`src/rtl/nfcs_pkg.sv`:
```
package nfcs_pkg;
	// Clock period and timing figures in their own units
	localparam int CLK_PERIOD_NS = 5; // 200 MHz
	localparam int T_SETUP_NS = 10; // Address to strobe setup
	localparam int T_WPULSE_NS = 45; // Write strobe low time
	localparam int T_ACCESS_NS = 90; // Read strobe to data valid
	localparam int T_HOLD_NS = 20; // Hold after strobe rise
	localparam int T_BUSY_NS = 90; // Strobe rise to busy output valid
	localparam int T_RSTLOW_NS = 500; // Hardware reset pulse
	localparam int T_RSTREC_NS = 50; // Recovery after reset release
	localparam int T_WINDOW_NS = 50000; // Sector-load window

	// Least times round up to whole cycles
	localparam int CYC_SETUP = (T_SETUP_NS + CLK_PERIOD_NS - 1) / CLK_PERIOD_NS;
	localparam int CYC_WPULSE = (T_WPULSE_NS + CLK_PERIOD_NS - 1) / CLK_PERIOD_NS;
	localparam int CYC_ACCESS = (T_ACCESS_NS + CLK_PERIOD_NS - 1) / CLK_PERIOD_NS;
	localparam int CYC_HOLD = (T_HOLD_NS + CLK_PERIOD_NS - 1) / CLK_PERIOD_NS;
	localparam int CYC_BUSY = (T_BUSY_NS + CLK_PERIOD_NS - 1) / CLK_PERIOD_NS;
	localparam int CYC_RSTLOW = (T_RSTLOW_NS + CLK_PERIOD_NS - 1) / CLK_PERIOD_NS;
	localparam int CYC_RSTREC = (T_RSTREC_NS + CLK_PERIOD_NS - 1) / CLK_PERIOD_NS;
	// Longest time rounds down
	localparam int CYC_WINDOW = T_WINDOW_NS / CLK_PERIOD_NS;

	// Flash bus widths (word mode)
	localparam int ADDR_W = 22;
	localparam int DATA_W = 16;

	// Register byte offsets of the controller's own map
	localparam logic [4:0] REG_CMD = 5'h00;
	localparam logic [4:0] REG_ADDR = 5'h04;
	localparam logic [4:0] REG_WDATA = 5'h08;
	localparam logic [4:0] REG_RDATA = 5'h0C;
	localparam logic [4:0] REG_STATUS = 5'h10;

	// Status register bit positions
	localparam int ST_ACTIVE = 0;
	localparam int ST_READY_PIN = 1;
	localparam int ST_ALG = 2;
	localparam int ST_WINDOW = 3;
	localparam int ST_IDMODE = 4;
	localparam int ST_SUSP = 5;
	localparam int ST_ERR = 6;

	// Command codes written to the command register
	typedef enum logic [3:0] {
		OP_NONE = 4'h0,
		OP_RESET = 4'h1,
		OP_ID = 4'h2,
		OP_PROG = 4'h3,
		OP_CHIP = 4'h4,
		OP_SECT = 4'h5,
		OP_SUSPEND = 4'h6,
		OP_RESUME = 4'h7,
		OP_READ = 4'h8,
		OP_HWRST = 4'h9,
		OP_ADDSECT = 4'hA
	} nfcs_op_e;

	// Flash command bytes and unlock addresses
	localparam logic [ADDR_W-1:0] UNLOCK_A1 = 22'h000555;
	localparam logic [ADDR_W-1:0] UNLOCK_A2 = 22'h0002AA;
	localparam logic [7:0] CD_UNLOCK1 = 8'hAA;
	localparam logic [7:0] CD_UNLOCK2 = 8'h55;
	localparam logic [7:0] CD_RESET = 8'hF0;
	localparam logic [7:0] CD_ID = 8'h90;
	localparam logic [7:0] CD_PROG = 8'hA0;
	localparam logic [7:0] CD_ERASE = 8'h80;
	localparam logic [7:0] CD_CHIP = 8'h10;
	localparam logic [7:0] CD_SECT = 8'h30;
	localparam logic [7:0] CD_SUSPEND = 8'hB0;
	localparam logic [7:0] CD_RESUME = 8'h30;
endpackage

```
`src/rtl/nfcs_bus_cycle.sv`:
```
`timescale 1ns/10ps
module nfcs_bus_cycle
(
	input wire logic clk, // System clock
	input wire logic srst, // Sync reset, also aborts a cycle
	input wire logic start, // Begin one bus cycle
	input wire logic wr, // 1 write, 0 read
	input wire logic [nfcs_pkg::ADDR_W-1:0] addr, // Cycle address
	input wire logic [nfcs_pkg::DATA_W-1:0] wdata, // Write data
	input wire logic [nfcs_pkg::DATA_W-1:0] dq_in, // Flash data pins in
	output logic [nfcs_pkg::ADDR_W-1:0] addr_o, // Flash address pins
	output logic [nfcs_pkg::DATA_W-1:0] dq_out, // Flash data pins out
	output logic dq_oe_n, // Low while driving data
	output logic ce_n, // Chip select
	output logic we_n, // Write strobe
	output logic oe_n, // Output enable
	output logic [nfcs_pkg::DATA_W-1:0] rdata, // Captured read data
	output logic done // One-cycle end pulse
);
	// Cycle phases
	typedef enum logic [1:0] {
		PH_IDLE = 2'b00,
		PH_SETUP = 2'b01,
		PH_STROBE = 2'b10,
		PH_HOLD = 2'b11
	} nfcs_ph_e;

	nfcs_ph_e ph; // Current phase
	logic [4:0] cnt; // Phase cycle counter
	logic is_wr; // Latched direction
	wire cnt_end = (cnt == 5'h00); // Phase time elapsed
	wire [4:0] strobe_len = is_wr ? 5'(nfcs_pkg::CYC_WPULSE - 1) : 5'(nfcs_pkg::CYC_ACCESS - 1);

	// Phase sequencer, pins registered so they change cleanly
	always_ff @(posedge clk)
	begin
		done <= 1'b0;
		if (srst)
		begin
			ph <= PH_IDLE;
			cnt <= 5'h00;
			is_wr <= 1'b0;
			addr_o <= '0;
			dq_out <= '0;
			dq_oe_n <= 1'b1;
			ce_n <= 1'b1;
			we_n <= 1'b1;
			oe_n <= 1'b1;
			rdata <= '0;
		end
		else
		begin
			unique case (ph)
				PH_IDLE:
				begin
					// Address and data settle before the strobe
					if (start)
					begin
						ph <= PH_SETUP;
						cnt <= 5'(nfcs_pkg::CYC_SETUP - 1);
						is_wr <= wr;
						addr_o <= addr;
						dq_out <= wdata;
						dq_oe_n <= !wr;
						ce_n <= 1'b0;
					end
				end
				PH_SETUP:
				begin
					// Assert the strobe once setup has elapsed
					if (cnt_end)
					begin
						ph <= PH_STROBE;
						cnt <= strobe_len;
						we_n <= !is_wr;
						oe_n <= is_wr;
					end
					else
						cnt <= cnt - 5'h01;
				end
				PH_STROBE:
				begin
					// Rising edge latches command data in the flash
					if (cnt_end)
					begin
						ph <= PH_HOLD;
						cnt <= 5'(nfcs_pkg::CYC_HOLD - 1);
						we_n <= 1'b1;
						oe_n <= 1'b1;
						ce_n <= 1'b1;
						if (!is_wr)
							rdata <= dq_in;
					end
					else
						cnt <= cnt - 5'h01;
				end
				PH_HOLD:
				begin
					// Keep address and data stable, then release the bus
					if (cnt_end)
					begin
						ph <= PH_IDLE;
						dq_oe_n <= 1'b1;
						done <= 1'b1;
					end
					else
						cnt <= cnt - 5'h01;
				end
			endcase
		end
	end
endmodule // nfcs_bus_cycle

```
`src/rtl/nfcs_ctrl.sv`:
```
`timescale 1ns/10ps
// Overview of operation
// - Only reset command or hardware reset leaves identifier mode
// - Program is four writes, then self-timed
// - Commands ignored while programming; reissue after reset
// - Erase is six writes ending 10H or 30H
// - Hardware reset aborts erase; reissue afterwards
// - Next sector load within 50us of previous
module nfcs_ctrl
#(
	parameter int WIN_CYC = nfcs_pkg::CYC_WINDOW // Sector-load window in cycles
)
(
	input wire logic clk, // System clock
	input wire logic srst, // Sync reset, active high
	input wire logic [4:0] reg_addr, // Register byte address
	input wire logic [31:0] reg_wdata, // Register write data
	input wire logic reg_wr, // Register write strobe
	input wire logic reg_rd, // Register read strobe
	output logic [31:0] reg_rdata, // Read data, cycle after strobe
	output logic [nfcs_pkg::ADDR_W-1:0] flash_addr, // Flash address
	output logic [nfcs_pkg::DATA_W-1:0] flash_dq_out, // Flash data out
	input wire logic [nfcs_pkg::DATA_W-1:0] flash_dq_in, // Flash data in
	output logic flash_dq_oe_n, // Low while driving data
	output logic flash_ce_n, // Chip select, active low
	output logic flash_we_n, // Write strobe, active low
	output logic flash_oe_n, // Output enable, active low
	output logic flash_reset_n, // Hardware reset, active low
	input wire logic ready_busy_out // Flash ready (1) or busy (0)
);
	// Sequencer states
	typedef enum logic [2:0] {
		S_IDLE = 3'b000,
		S_ISSUE = 3'b001,
		S_WAIT = 3'b010,
		S_BUSY = 3'b011,
		S_HWRST = 3'b100,
		S_HREC = 3'b101
	} nfcs_st_e;

	nfcs_st_e state; // Current state
	nfcs_pkg::nfcs_op_e cur_op; // Operation being issued
	nfcs_pkg::nfcs_op_e alg_op; // Last algorithm started
	logic [2:0] idx; // Write index within a sequence
	logic [nfcs_pkg::ADDR_W-1:0] addr_reg; // Software address
	logic [nfcs_pkg::DATA_W-1:0] wdata_reg; // Software data
	logic [nfcs_pkg::ADDR_W-1:0] lat_addr; // Address held for the sequence
	logic [nfcs_pkg::DATA_W-1:0] lat_data; // Data held for the sequence
	logic [nfcs_pkg::DATA_W-1:0] rdata_reg; // Last flash read
	logic id_mode; // Flash in identifier mode
	logic susp; // Erase suspended
	logic sect_alg; // Sector erase running or loading
	logic suspending; // Waiting for suspend to settle
	logic redo; // Reissue after hardware reset
	logic err; // Refused command, sticky
	logic rdy_q; // Sampled ready pin
	logic [7:0] cnt; // Busy delay and reset counter
	logic [15:0] win_tmr; // Time since last sector load

	// Address and data of step i of a sequence
	function automatic logic [nfcs_pkg::ADDR_W+7:0] step(input nfcs_pkg::nfcs_op_e op, input logic [2:0] i,
		input logic [nfcs_pkg::ADDR_W-1:0] a, input logic [7:0] d);
		logic [nfcs_pkg::ADDR_W+7:0] r;
		r = (i == 3'd1 || i == 3'd4) ? {nfcs_pkg::UNLOCK_A2, nfcs_pkg::CD_UNLOCK2}
			: {nfcs_pkg::UNLOCK_A1, nfcs_pkg::CD_UNLOCK1};
		unique case (op)
			nfcs_pkg::OP_RESET: r = {a, nfcs_pkg::CD_RESET};
			nfcs_pkg::OP_SUSPEND: r = {a, nfcs_pkg::CD_SUSPEND};
			nfcs_pkg::OP_RESUME: r = {a, nfcs_pkg::CD_RESUME};
			nfcs_pkg::OP_ADDSECT: r = {a, nfcs_pkg::CD_SECT};
			nfcs_pkg::OP_READ: r = {a, d};
			nfcs_pkg::OP_ID: if (i == 3'd2) r = {nfcs_pkg::UNLOCK_A1, nfcs_pkg::CD_ID};
			nfcs_pkg::OP_PROG:
			begin
				if (i == 3'd2) r = {nfcs_pkg::UNLOCK_A1, nfcs_pkg::CD_PROG};
				if (i == 3'd3) r = {a, d};
			end
			nfcs_pkg::OP_CHIP, nfcs_pkg::OP_SECT:
			begin
				if (i == 3'd2) r = {nfcs_pkg::UNLOCK_A1, nfcs_pkg::CD_ERASE};
				if (i == 3'd5) r = (op == nfcs_pkg::OP_CHIP) ? {nfcs_pkg::UNLOCK_A1, nfcs_pkg::CD_CHIP}
					: {a, nfcs_pkg::CD_SECT};
			end
			default: r = {a, d};
		endcase
		return r;
	endfunction

	// Number of bus cycles of each operation
	function automatic logic [2:0] seq_len(input nfcs_pkg::nfcs_op_e op);
		unique case (op)
			nfcs_pkg::OP_ID: return 3'd3;
			nfcs_pkg::OP_PROG: return 3'd4;
			nfcs_pkg::OP_CHIP, nfcs_pkg::OP_SECT: return 3'd6;
			default: return 3'd1;
		endcase
	endfunction

	// Decode of register accesses and command acceptance
	wire [nfcs_pkg::ADDR_W+7:0] cur_step = step(cur_op, idx, lat_addr, lat_data[7:0]);
	wire cyc_start = (state == S_ISSUE);
	wire cyc_wr = (cur_op != nfcs_pkg::OP_READ);
	wire [nfcs_pkg::DATA_W-1:0] cyc_wdata = (cur_op == nfcs_pkg::OP_PROG && idx == 3'd3) ? lat_data
		: {8'h00, cur_step[7:0]};
	wire cyc_rst = srst || (state == S_HWRST);
	wire cyc_done;
	wire [nfcs_pkg::DATA_W-1:0] cyc_rdata;
	wire win_open = sect_alg && !susp && (win_tmr < 16'(WIN_CYC - nfcs_pkg::CYC_SETUP));
	wire cmd_wr = reg_wr && (reg_addr == nfcs_pkg::REG_CMD);
	wire [3:0] cmd_code = reg_wdata[3:0];
	wire idle = (state == S_IDLE);
	wire last_step = (idx == seq_len(cur_op) - 3'd1);
	wire alg_kind = (cur_op == nfcs_pkg::OP_PROG) || (cur_op == nfcs_pkg::OP_CHIP)
		|| (cur_op == nfcs_pkg::OP_SECT) || (cur_op == nfcs_pkg::OP_RESUME) || (cur_op == nfcs_pkg::OP_ADDSECT);
	logic cmd_ok; // Command legal in the present state

	// Legality: busy flash takes only hardware reset, suspend or a further sector load
	always_comb
	begin
		unique case (cmd_code)
			nfcs_pkg::OP_HWRST: cmd_ok = 1'b1;
			nfcs_pkg::OP_RESET, nfcs_pkg::OP_READ: cmd_ok = idle;
			nfcs_pkg::OP_ID, nfcs_pkg::OP_PROG: cmd_ok = idle && !id_mode;
			nfcs_pkg::OP_CHIP, nfcs_pkg::OP_SECT: cmd_ok = idle && !id_mode && !susp;
			nfcs_pkg::OP_SUSPEND: cmd_ok = (state == S_BUSY) && sect_alg && !susp && !suspending;
			nfcs_pkg::OP_RESUME: cmd_ok = idle && susp && !id_mode;
			nfcs_pkg::OP_ADDSECT: cmd_ok = (state == S_BUSY) && win_open;
			default: cmd_ok = 1'b0;
		endcase
	end
	wire cmd_acc = cmd_wr && cmd_ok;

	// One bus cycle at a time to the flash pins
	nfcs_bus_cycle u_cyc
	(
		.clk(clk),
		.srst(cyc_rst),
		.start(cyc_start),
		.wr(cyc_wr),
		.addr(cur_step[nfcs_pkg::ADDR_W+7:8]),
		.wdata(cyc_wdata),
		.dq_in(flash_dq_in),
		.addr_o(flash_addr),
		.dq_out(flash_dq_out),
		.dq_oe_n(flash_dq_oe_n),
		.ce_n(flash_ce_n),
		.we_n(flash_we_n),
		.oe_n(flash_oe_n),
		.rdata(cyc_rdata),
		.done(cyc_done)
	);

	// Software-written address and data registers
	always_ff @(posedge clk)
	begin
		if (srst)
		begin
			addr_reg <= '0;
			wdata_reg <= '0;
		end
		else if (reg_wr && reg_addr == nfcs_pkg::REG_ADDR)
			addr_reg <= reg_wdata[nfcs_pkg::ADDR_W-1:0];
		else if (reg_wr && reg_addr == nfcs_pkg::REG_WDATA)
			wdata_reg <= reg_wdata[nfcs_pkg::DATA_W-1:0];
	end

	// Register read mux, data one cycle after the strobe
	always_ff @(posedge clk)
	begin
		if (srst)
			reg_rdata <= 32'h00000000;
		else if (reg_rd)
		begin
			unique case (reg_addr)
				nfcs_pkg::REG_ADDR: reg_rdata <= 32'(addr_reg);
				nfcs_pkg::REG_WDATA: reg_rdata <= 32'(wdata_reg);
				nfcs_pkg::REG_RDATA: reg_rdata <= 32'(rdata_reg);
				nfcs_pkg::REG_STATUS: reg_rdata <= 32'({err, susp, id_mode, win_open, state == S_BUSY, rdy_q, !idle});
				default: reg_rdata <= 32'h00000000;
			endcase
		end
	end

	// Refused-command flag: set wins over the status write that clears it
	always_ff @(posedge clk)
	begin
		if (srst)
			err <= 1'b0;
		else if (cmd_wr && !cmd_ok)
			err <= 1'b1;
		else if (reg_wr && reg_addr == nfcs_pkg::REG_STATUS && reg_wdata[nfcs_pkg::ST_ERR])
			err <= 1'b0;
	end

	// Sector-load window timer, restarted by each sector load
	always_ff @(posedge clk)
	begin
		rdy_q <= srst ? 1'b1 : ready_busy_out;
		if (srst)
			win_tmr <= 16'hFFFF;
		else if (cyc_done && (cur_op == nfcs_pkg::OP_SECT || cur_op == nfcs_pkg::OP_ADDSECT) && last_step)
			win_tmr <= 16'h0000;
		else if (win_tmr != 16'hFFFF)
			win_tmr <= win_tmr + 16'h0001;
	end

	// Main sequencer
	always_ff @(posedge clk)
	begin
		if (srst)
		begin
			state <= S_IDLE;
			cur_op <= nfcs_pkg::OP_NONE;
			alg_op <= nfcs_pkg::OP_NONE;
			idx <= 3'd0;
			lat_addr <= '0;
			lat_data <= '0;
			rdata_reg <= '0;
			id_mode <= 1'b0;
			susp <= 1'b0;
			sect_alg <= 1'b0;
			suspending <= 1'b0;
			redo <= 1'b0;
			cnt <= 8'h00;
			flash_reset_n <= 1'b1;
		end
		else if (cmd_acc && cmd_code == nfcs_pkg::OP_HWRST)
		begin
			// Reissue an aborted program or erase afterwards
			redo <= (state == S_BUSY) && !suspending && !susp && alg_op != nfcs_pkg::OP_NONE;
			state <= S_HWRST;
			cnt <= 8'(nfcs_pkg::CYC_RSTLOW - 1);
			flash_reset_n <= 1'b0;
			id_mode <= 1'b0;
			susp <= 1'b0;
			sect_alg <= 1'b0;
			suspending <= 1'b0;
		end
		else
		begin
			unique case (state)
				S_IDLE, S_BUSY:
				begin
					if (cmd_acc)
					begin
						// Take the command and freeze its operands
						cur_op <= nfcs_pkg::nfcs_op_e'(cmd_code);
						idx <= 3'd0;
						lat_addr <= addr_reg;
						lat_data <= wdata_reg;
						state <= S_ISSUE;
					end
					else if (state == S_BUSY)
					begin
						// Wait out busy delay, then for the ready pin and a closed load window
						if (cnt != 8'h00)
							cnt <= cnt - 8'h01;
						else if (rdy_q && !win_open)
						begin
							state <= S_IDLE;
							susp <= susp || suspending;
							sect_alg <= suspending;
							suspending <= 1'b0;
							alg_op <= nfcs_pkg::OP_NONE;
						end
					end
				end
				S_ISSUE:
					state <= S_WAIT;
				S_WAIT:
				begin
					if (cyc_done && !last_step)
					begin
						idx <= idx + 3'd1;
						state <= S_ISSUE;
					end
					else if (cyc_done)
					begin
						// Last write: enter mode or start watching busy
						state <= S_IDLE;
						if (cur_op == nfcs_pkg::OP_READ)
							rdata_reg <= cyc_rdata;
						if (cur_op == nfcs_pkg::OP_ID)
							id_mode <= 1'b1;
						if (cur_op == nfcs_pkg::OP_RESET)
							id_mode <= 1'b0;
						if (cur_op == nfcs_pkg::OP_RESUME)
							susp <= 1'b0;
						if (alg_kind || cur_op == nfcs_pkg::OP_SUSPEND)
						begin
							state <= S_BUSY;
							cnt <= 8'(nfcs_pkg::CYC_BUSY);
						end
						if (cur_op == nfcs_pkg::OP_SUSPEND)
							suspending <= 1'b1;
						if (cur_op == nfcs_pkg::OP_SECT || cur_op == nfcs_pkg::OP_RESUME)
							sect_alg <= 1'b1;
						if (cur_op == nfcs_pkg::OP_PROG || cur_op == nfcs_pkg::OP_CHIP || cur_op == nfcs_pkg::OP_SECT)
							alg_op <= cur_op;
						if (cur_op == nfcs_pkg::OP_PROG && susp)
							alg_op <= nfcs_pkg::OP_NONE;
					end
				end
				S_HWRST:
				begin
					// Hold reset low, then give the flash time to recover
					if (cnt != 8'h00)
						cnt <= cnt - 8'h01;
					else
					begin
						flash_reset_n <= 1'b1;
						cnt <= 8'(nfcs_pkg::CYC_RSTREC - 1);
						state <= S_HREC;
					end
				end
				S_HREC:
				begin
					if (cnt != 8'h00)
						cnt <= cnt - 8'h01;
					else if (redo)
					begin
						cur_op <= alg_op;
						idx <= 3'd0;
						redo <= 1'b0;
						state <= S_ISSUE;
					end
					else
					begin
						alg_op <= nfcs_pkg::OP_NONE;
						state <= S_IDLE;
					end
				end
				default:
					state <= S_IDLE;
			endcase
		end
	end

	localparam int WE_LOW_MIN = 8; // Shortest checked strobe run
endmodule // nfcs_ctrl

```
`config.mk`:
```
export PLATFORM = sky130hd
export DESIGN_NAME = nfcs_ctrl
export DESIGN_NICKNAME = d
export VERILOG_FILES = /design/src/rtl/nfcs_pkg.sv /design/src/rtl/nfcs_bus_cycle.sv /design/src/rtl/nfcs_ctrl.sv
export SDC_FILE = /design/constraint.sdc
export NUM_CORES = 1
export LEC_CHECK = 0
export ABC_AREA = 1
export BUFFER_PORTS_ARGS = -buffer_cell sky130_fd_sc_hd__clkbuf_2
export CORE_UTILIZATION = 37
export CTS_CLUSTER_DIAMETER = 40
export DETAILED_ROUTE_END_ITERATION = 10
export PLACE_DENSITY = 0.65
export SLEW_MARGIN = 0
export SYNTH_ARGS = -nofsm -noshare
export SYNTH_HDL_FRONTEND = slang
export SYNTH_SLANG_ARGS = --single-unit
```
`constraint.sdc`:
```
create_clock -name clk -period 2 [get_ports clk]
set_input_delay 0.4 -clock clk [delete_from_list [all_inputs] [get_ports clk]]
set_output_delay 0.4 -clock clk [all_outputs]
set_load 0.01 [all_outputs]
```
==> impl_metrics.ini <==
[clocking]
cts.path.max_buffers = 3
cts_tree = yes
cts_hold_buf = 0
clock_latency_ns = 0.51
cts_buffers = 35
clk_pin_slew_worst_paths_ns = 0.06
cts.sinks = 227
root_buffer = clkbuf_16
htreeDepth = 2

[critical_path]
reg2regPathDepth = 20
cp.required_ns = 2.38
r2r_start = cur_op[0]
critPathLaunchType = flip-flop
endpoint_kind = flip-flop
crit_end = rdata_reg[0]
worstSetupPathType = flip-flop to flip-flop
max_stage_delay_ns = 0.36
ff2ff_setup_slack_ns = -0.18
arrival_ns = 2.57
crit_chain = inv_4 > nand2_4 > inv_2 > nand2_2 > inv_2 > nor2_4 > ha_4 > inv_2 > nand2_2 > nand2_1 > nor2_1 > nand2_1 > nand2_2 > nand3_4 > inv_4 > nand3_4 > nor2_4 > buf_12 > buf_12 > a21oi_1
critPathSlowestCell = dfxtp_4
crit_start = cur_op[0]
cp_max_fo = 8
r2r_end = rdata_reg[0]

[detailed_routing]
postRouteAntennaNets = 0
drcViolationCount = 0
drtPass1Iterations = 6
wl_per_cell_um = 14.7
vias = 10735
avgViaCountPerCell = 5.04
drt_wl_total_mm = 31.4
drt_iter0_markers = 909

[final_layout]
nNetsFinal = 1795
utilization_pct = 50.3
stdcell_count = 2128
syn_to_final_growth_pct = 32.4
drive_gt1_share_pct = 24.6
postLayoutCellArea_um2 = 14100
diodes = 0

[grt]
grt_max_degree = 41
antenna_found_initial = 0
grt_pass1_wl_mm = 50.1
grt_pass1_vias = 9805
grt.total_usage_pct = 21.1
grt_overflow = 0

[place]
port_buffers = 112
post_dp_cell_area_um2 = 12500
finalWeightedCongestion = 0.887
post-place-cells = 2051
dp_hpwl_mm = 22.6
preCtsSetupSlack_ns = -0.269

[sta]
max_slew.worst_pin.slew_ns = 0.727
slew_viol_final = 0
setup_tns_ns = -4.97
fmaxAchievable_ghz = 0.458
finalSetupViolCount = 49
slew_headroom_pct = 51.4
setup_ws_ns = -0.183
layout_min_cycle_time_ns = 2.18
rsz0062_at_grt = true
hold_violations = 0
period_share_pct = 109
fin_hold_ws_ns = 0.0810
skew_ns = 0.0285

[synthesis]
synth-main-ff-cell = dfxtp_1
netlist_instances = 1495
ys_types = 47
synth_most_common_cell = nand2_1
synthTopCellsByCount = nand2_1, dfxtp_1, a21oi_1
syn_area_per_cell_um2 = 7.11
synthArstFlopShare_pct = 0
synth.area.top_cells = dfxtp_1, a21oi_1, nand2_1
synth_top_area_share_pct = 42.7
synth-edff-count = 0
syn_area_um2 = 10600
ys_warn_count = 0
seq_area_frac_synth_pct = 42.7
synth_top_area_cell = dfxtp_1
ys_ff_latch = 227

[floorplanning]
die_x_um = 172
io_pins = 133
dieArea_um2 = 29400
core_um2 = 28000
initial_core_util_pct = 38.0
die-height_um = 172
rows = 61

[power]
powerDensity_nw_per_um2 = 1010
p_int_mw = 9.94
max-vdd-ir-drop_v = 0.000565
power_frac_comb_pct = 21.5
p_sw_share_pct = 29.9
p_leak_nw = 5.99
p_seq_share_pct = 35.8
clkPwrFrac_pct = 42.7
report.power.total_mw = 14.2
switching_power_mw = 4.24

[min_path]
hold_class = input pin to flip-flop

[status]
violations = negative setup slack
outcome = complete, but fails checks

[job]
drv_cap = 0
worst max-delay path, delay by kind of cell, from the launching register on:
kind / cells / cell delay [ns]
buf+inv: 7 / 0.50
fa+ha+maj: 1 / 0.14
compound gates: 1 / 0.06
simple gates: 11 / 0.99
flops: 1 / 0.36
what timing repair did:
action	4_1_cts	5_1_grt
cloned	5	1
buffers inserted	8	2
setup endpoints to repair	78	137
resized for setup	34	76
pin swaps	5	26
hold endpoints to repair	0	0
cells in the final DEF, fill, tap and decap left out, types with 6 or more instances in the layout:
| cell type | n |
|---|---|
| nor3_1 | 15 |
| buf_4 | 132 |
| nor2_1 | 100 |
| clkbuf_2 | 112 |
| o21ai_1 | 36 |
| a22o_1 | 6 |
| nor2_4 | 6 |
| o21ai_2 | 19 |
| nand2_2 | 16 |
| a21oi_1 | 198 |
| a31oi_1 | 11 |
| nand4_1 | 18 |
| ha_1 | 13 |
| inv_2 | 16 |
| o22ai_1 | 8 |
| clkbuf_8 | 7 |
| nand3_1 | 75 |
| o211ai_1 | 14 |
| conb_1 | 10 |
| dfxtp_1 | 222 |
| nand2_1 | 249 |
| buf_12 | 10 |
| clkbuf_16 | 36 |
| nor2_2 | 10 |
| a21oi_2 | 10 |
| o21ai_0 | 128 |
| inv_1 | 180 |
worst min path at each step:
| stage | end | slack (ns) | cells past startpoint | from |
|---|---|---|---|---|
| floorplan | lat_data[10] | 0.42 | 2 | lat_data[10] |
| global placement | lat_data[8] | 0.43 | 2 | lat_data[8] |
| detailed placement | lat_data[8] | 0.44 | 2 | lat_data[8] |
| CTS | rdy_q | 0.07 | 2 | ready_busy_out |
| global route | rdy_q | 0.08 | 2 | ready_busy_out |
| finish | rdy_q | 0.08 | 2 | ready_busy_out |
cells by family (layout without fill, tap and decap cells):
family                   count (synthesis)  count (layout)  share of synthesized area, %
flip-flops                             227             227                          42.7
AND/OR/NAND/NOR                        511             511                          20.8
other                                    1              10                        0.0353
adder cells (fa/ha/maj)                 14              14                          1.65
AO/OA/AOI/OAI                          456             459                          23.1
XOR/XNOR                                 8               8                         0.659
buffers and inverters                  278             521                          11.0
area by class of cell:
class	count	area, µm²
clock buffers	48	1020
clock inverters	16	171
fillers	2688	13900
inverters	198	748
multi-input cells	1002	5280
flip-flops and latches	227	4560
well taps	378	473
repair buffers	259	1830
power by group through the flow:
stage               combinational, mW  sequential [mW]  clock (mW)
finish                           3.05             5.07        6.06
global route                     3.46             5.11        6.37
CTS                              2.94             5.06        6.15
detailed placement               2.89             5.15           0
global placement                 2.85             5.14           0
floorplan                        1.86             5.14           0
per-layer routing:
layer / global-route usage, % / up-vias / part of all wire [%]
met5: 0 / - / 0
met4: 4.81 / 0 / 1.4
met3: 3.64 / 47 / 6.4
met2: 31.5 / 316 / 43
met1: 31.2 / 4936 / 49
li1: - / 5436 / -
Note: power is estimated with default switching activity, not from simulation.
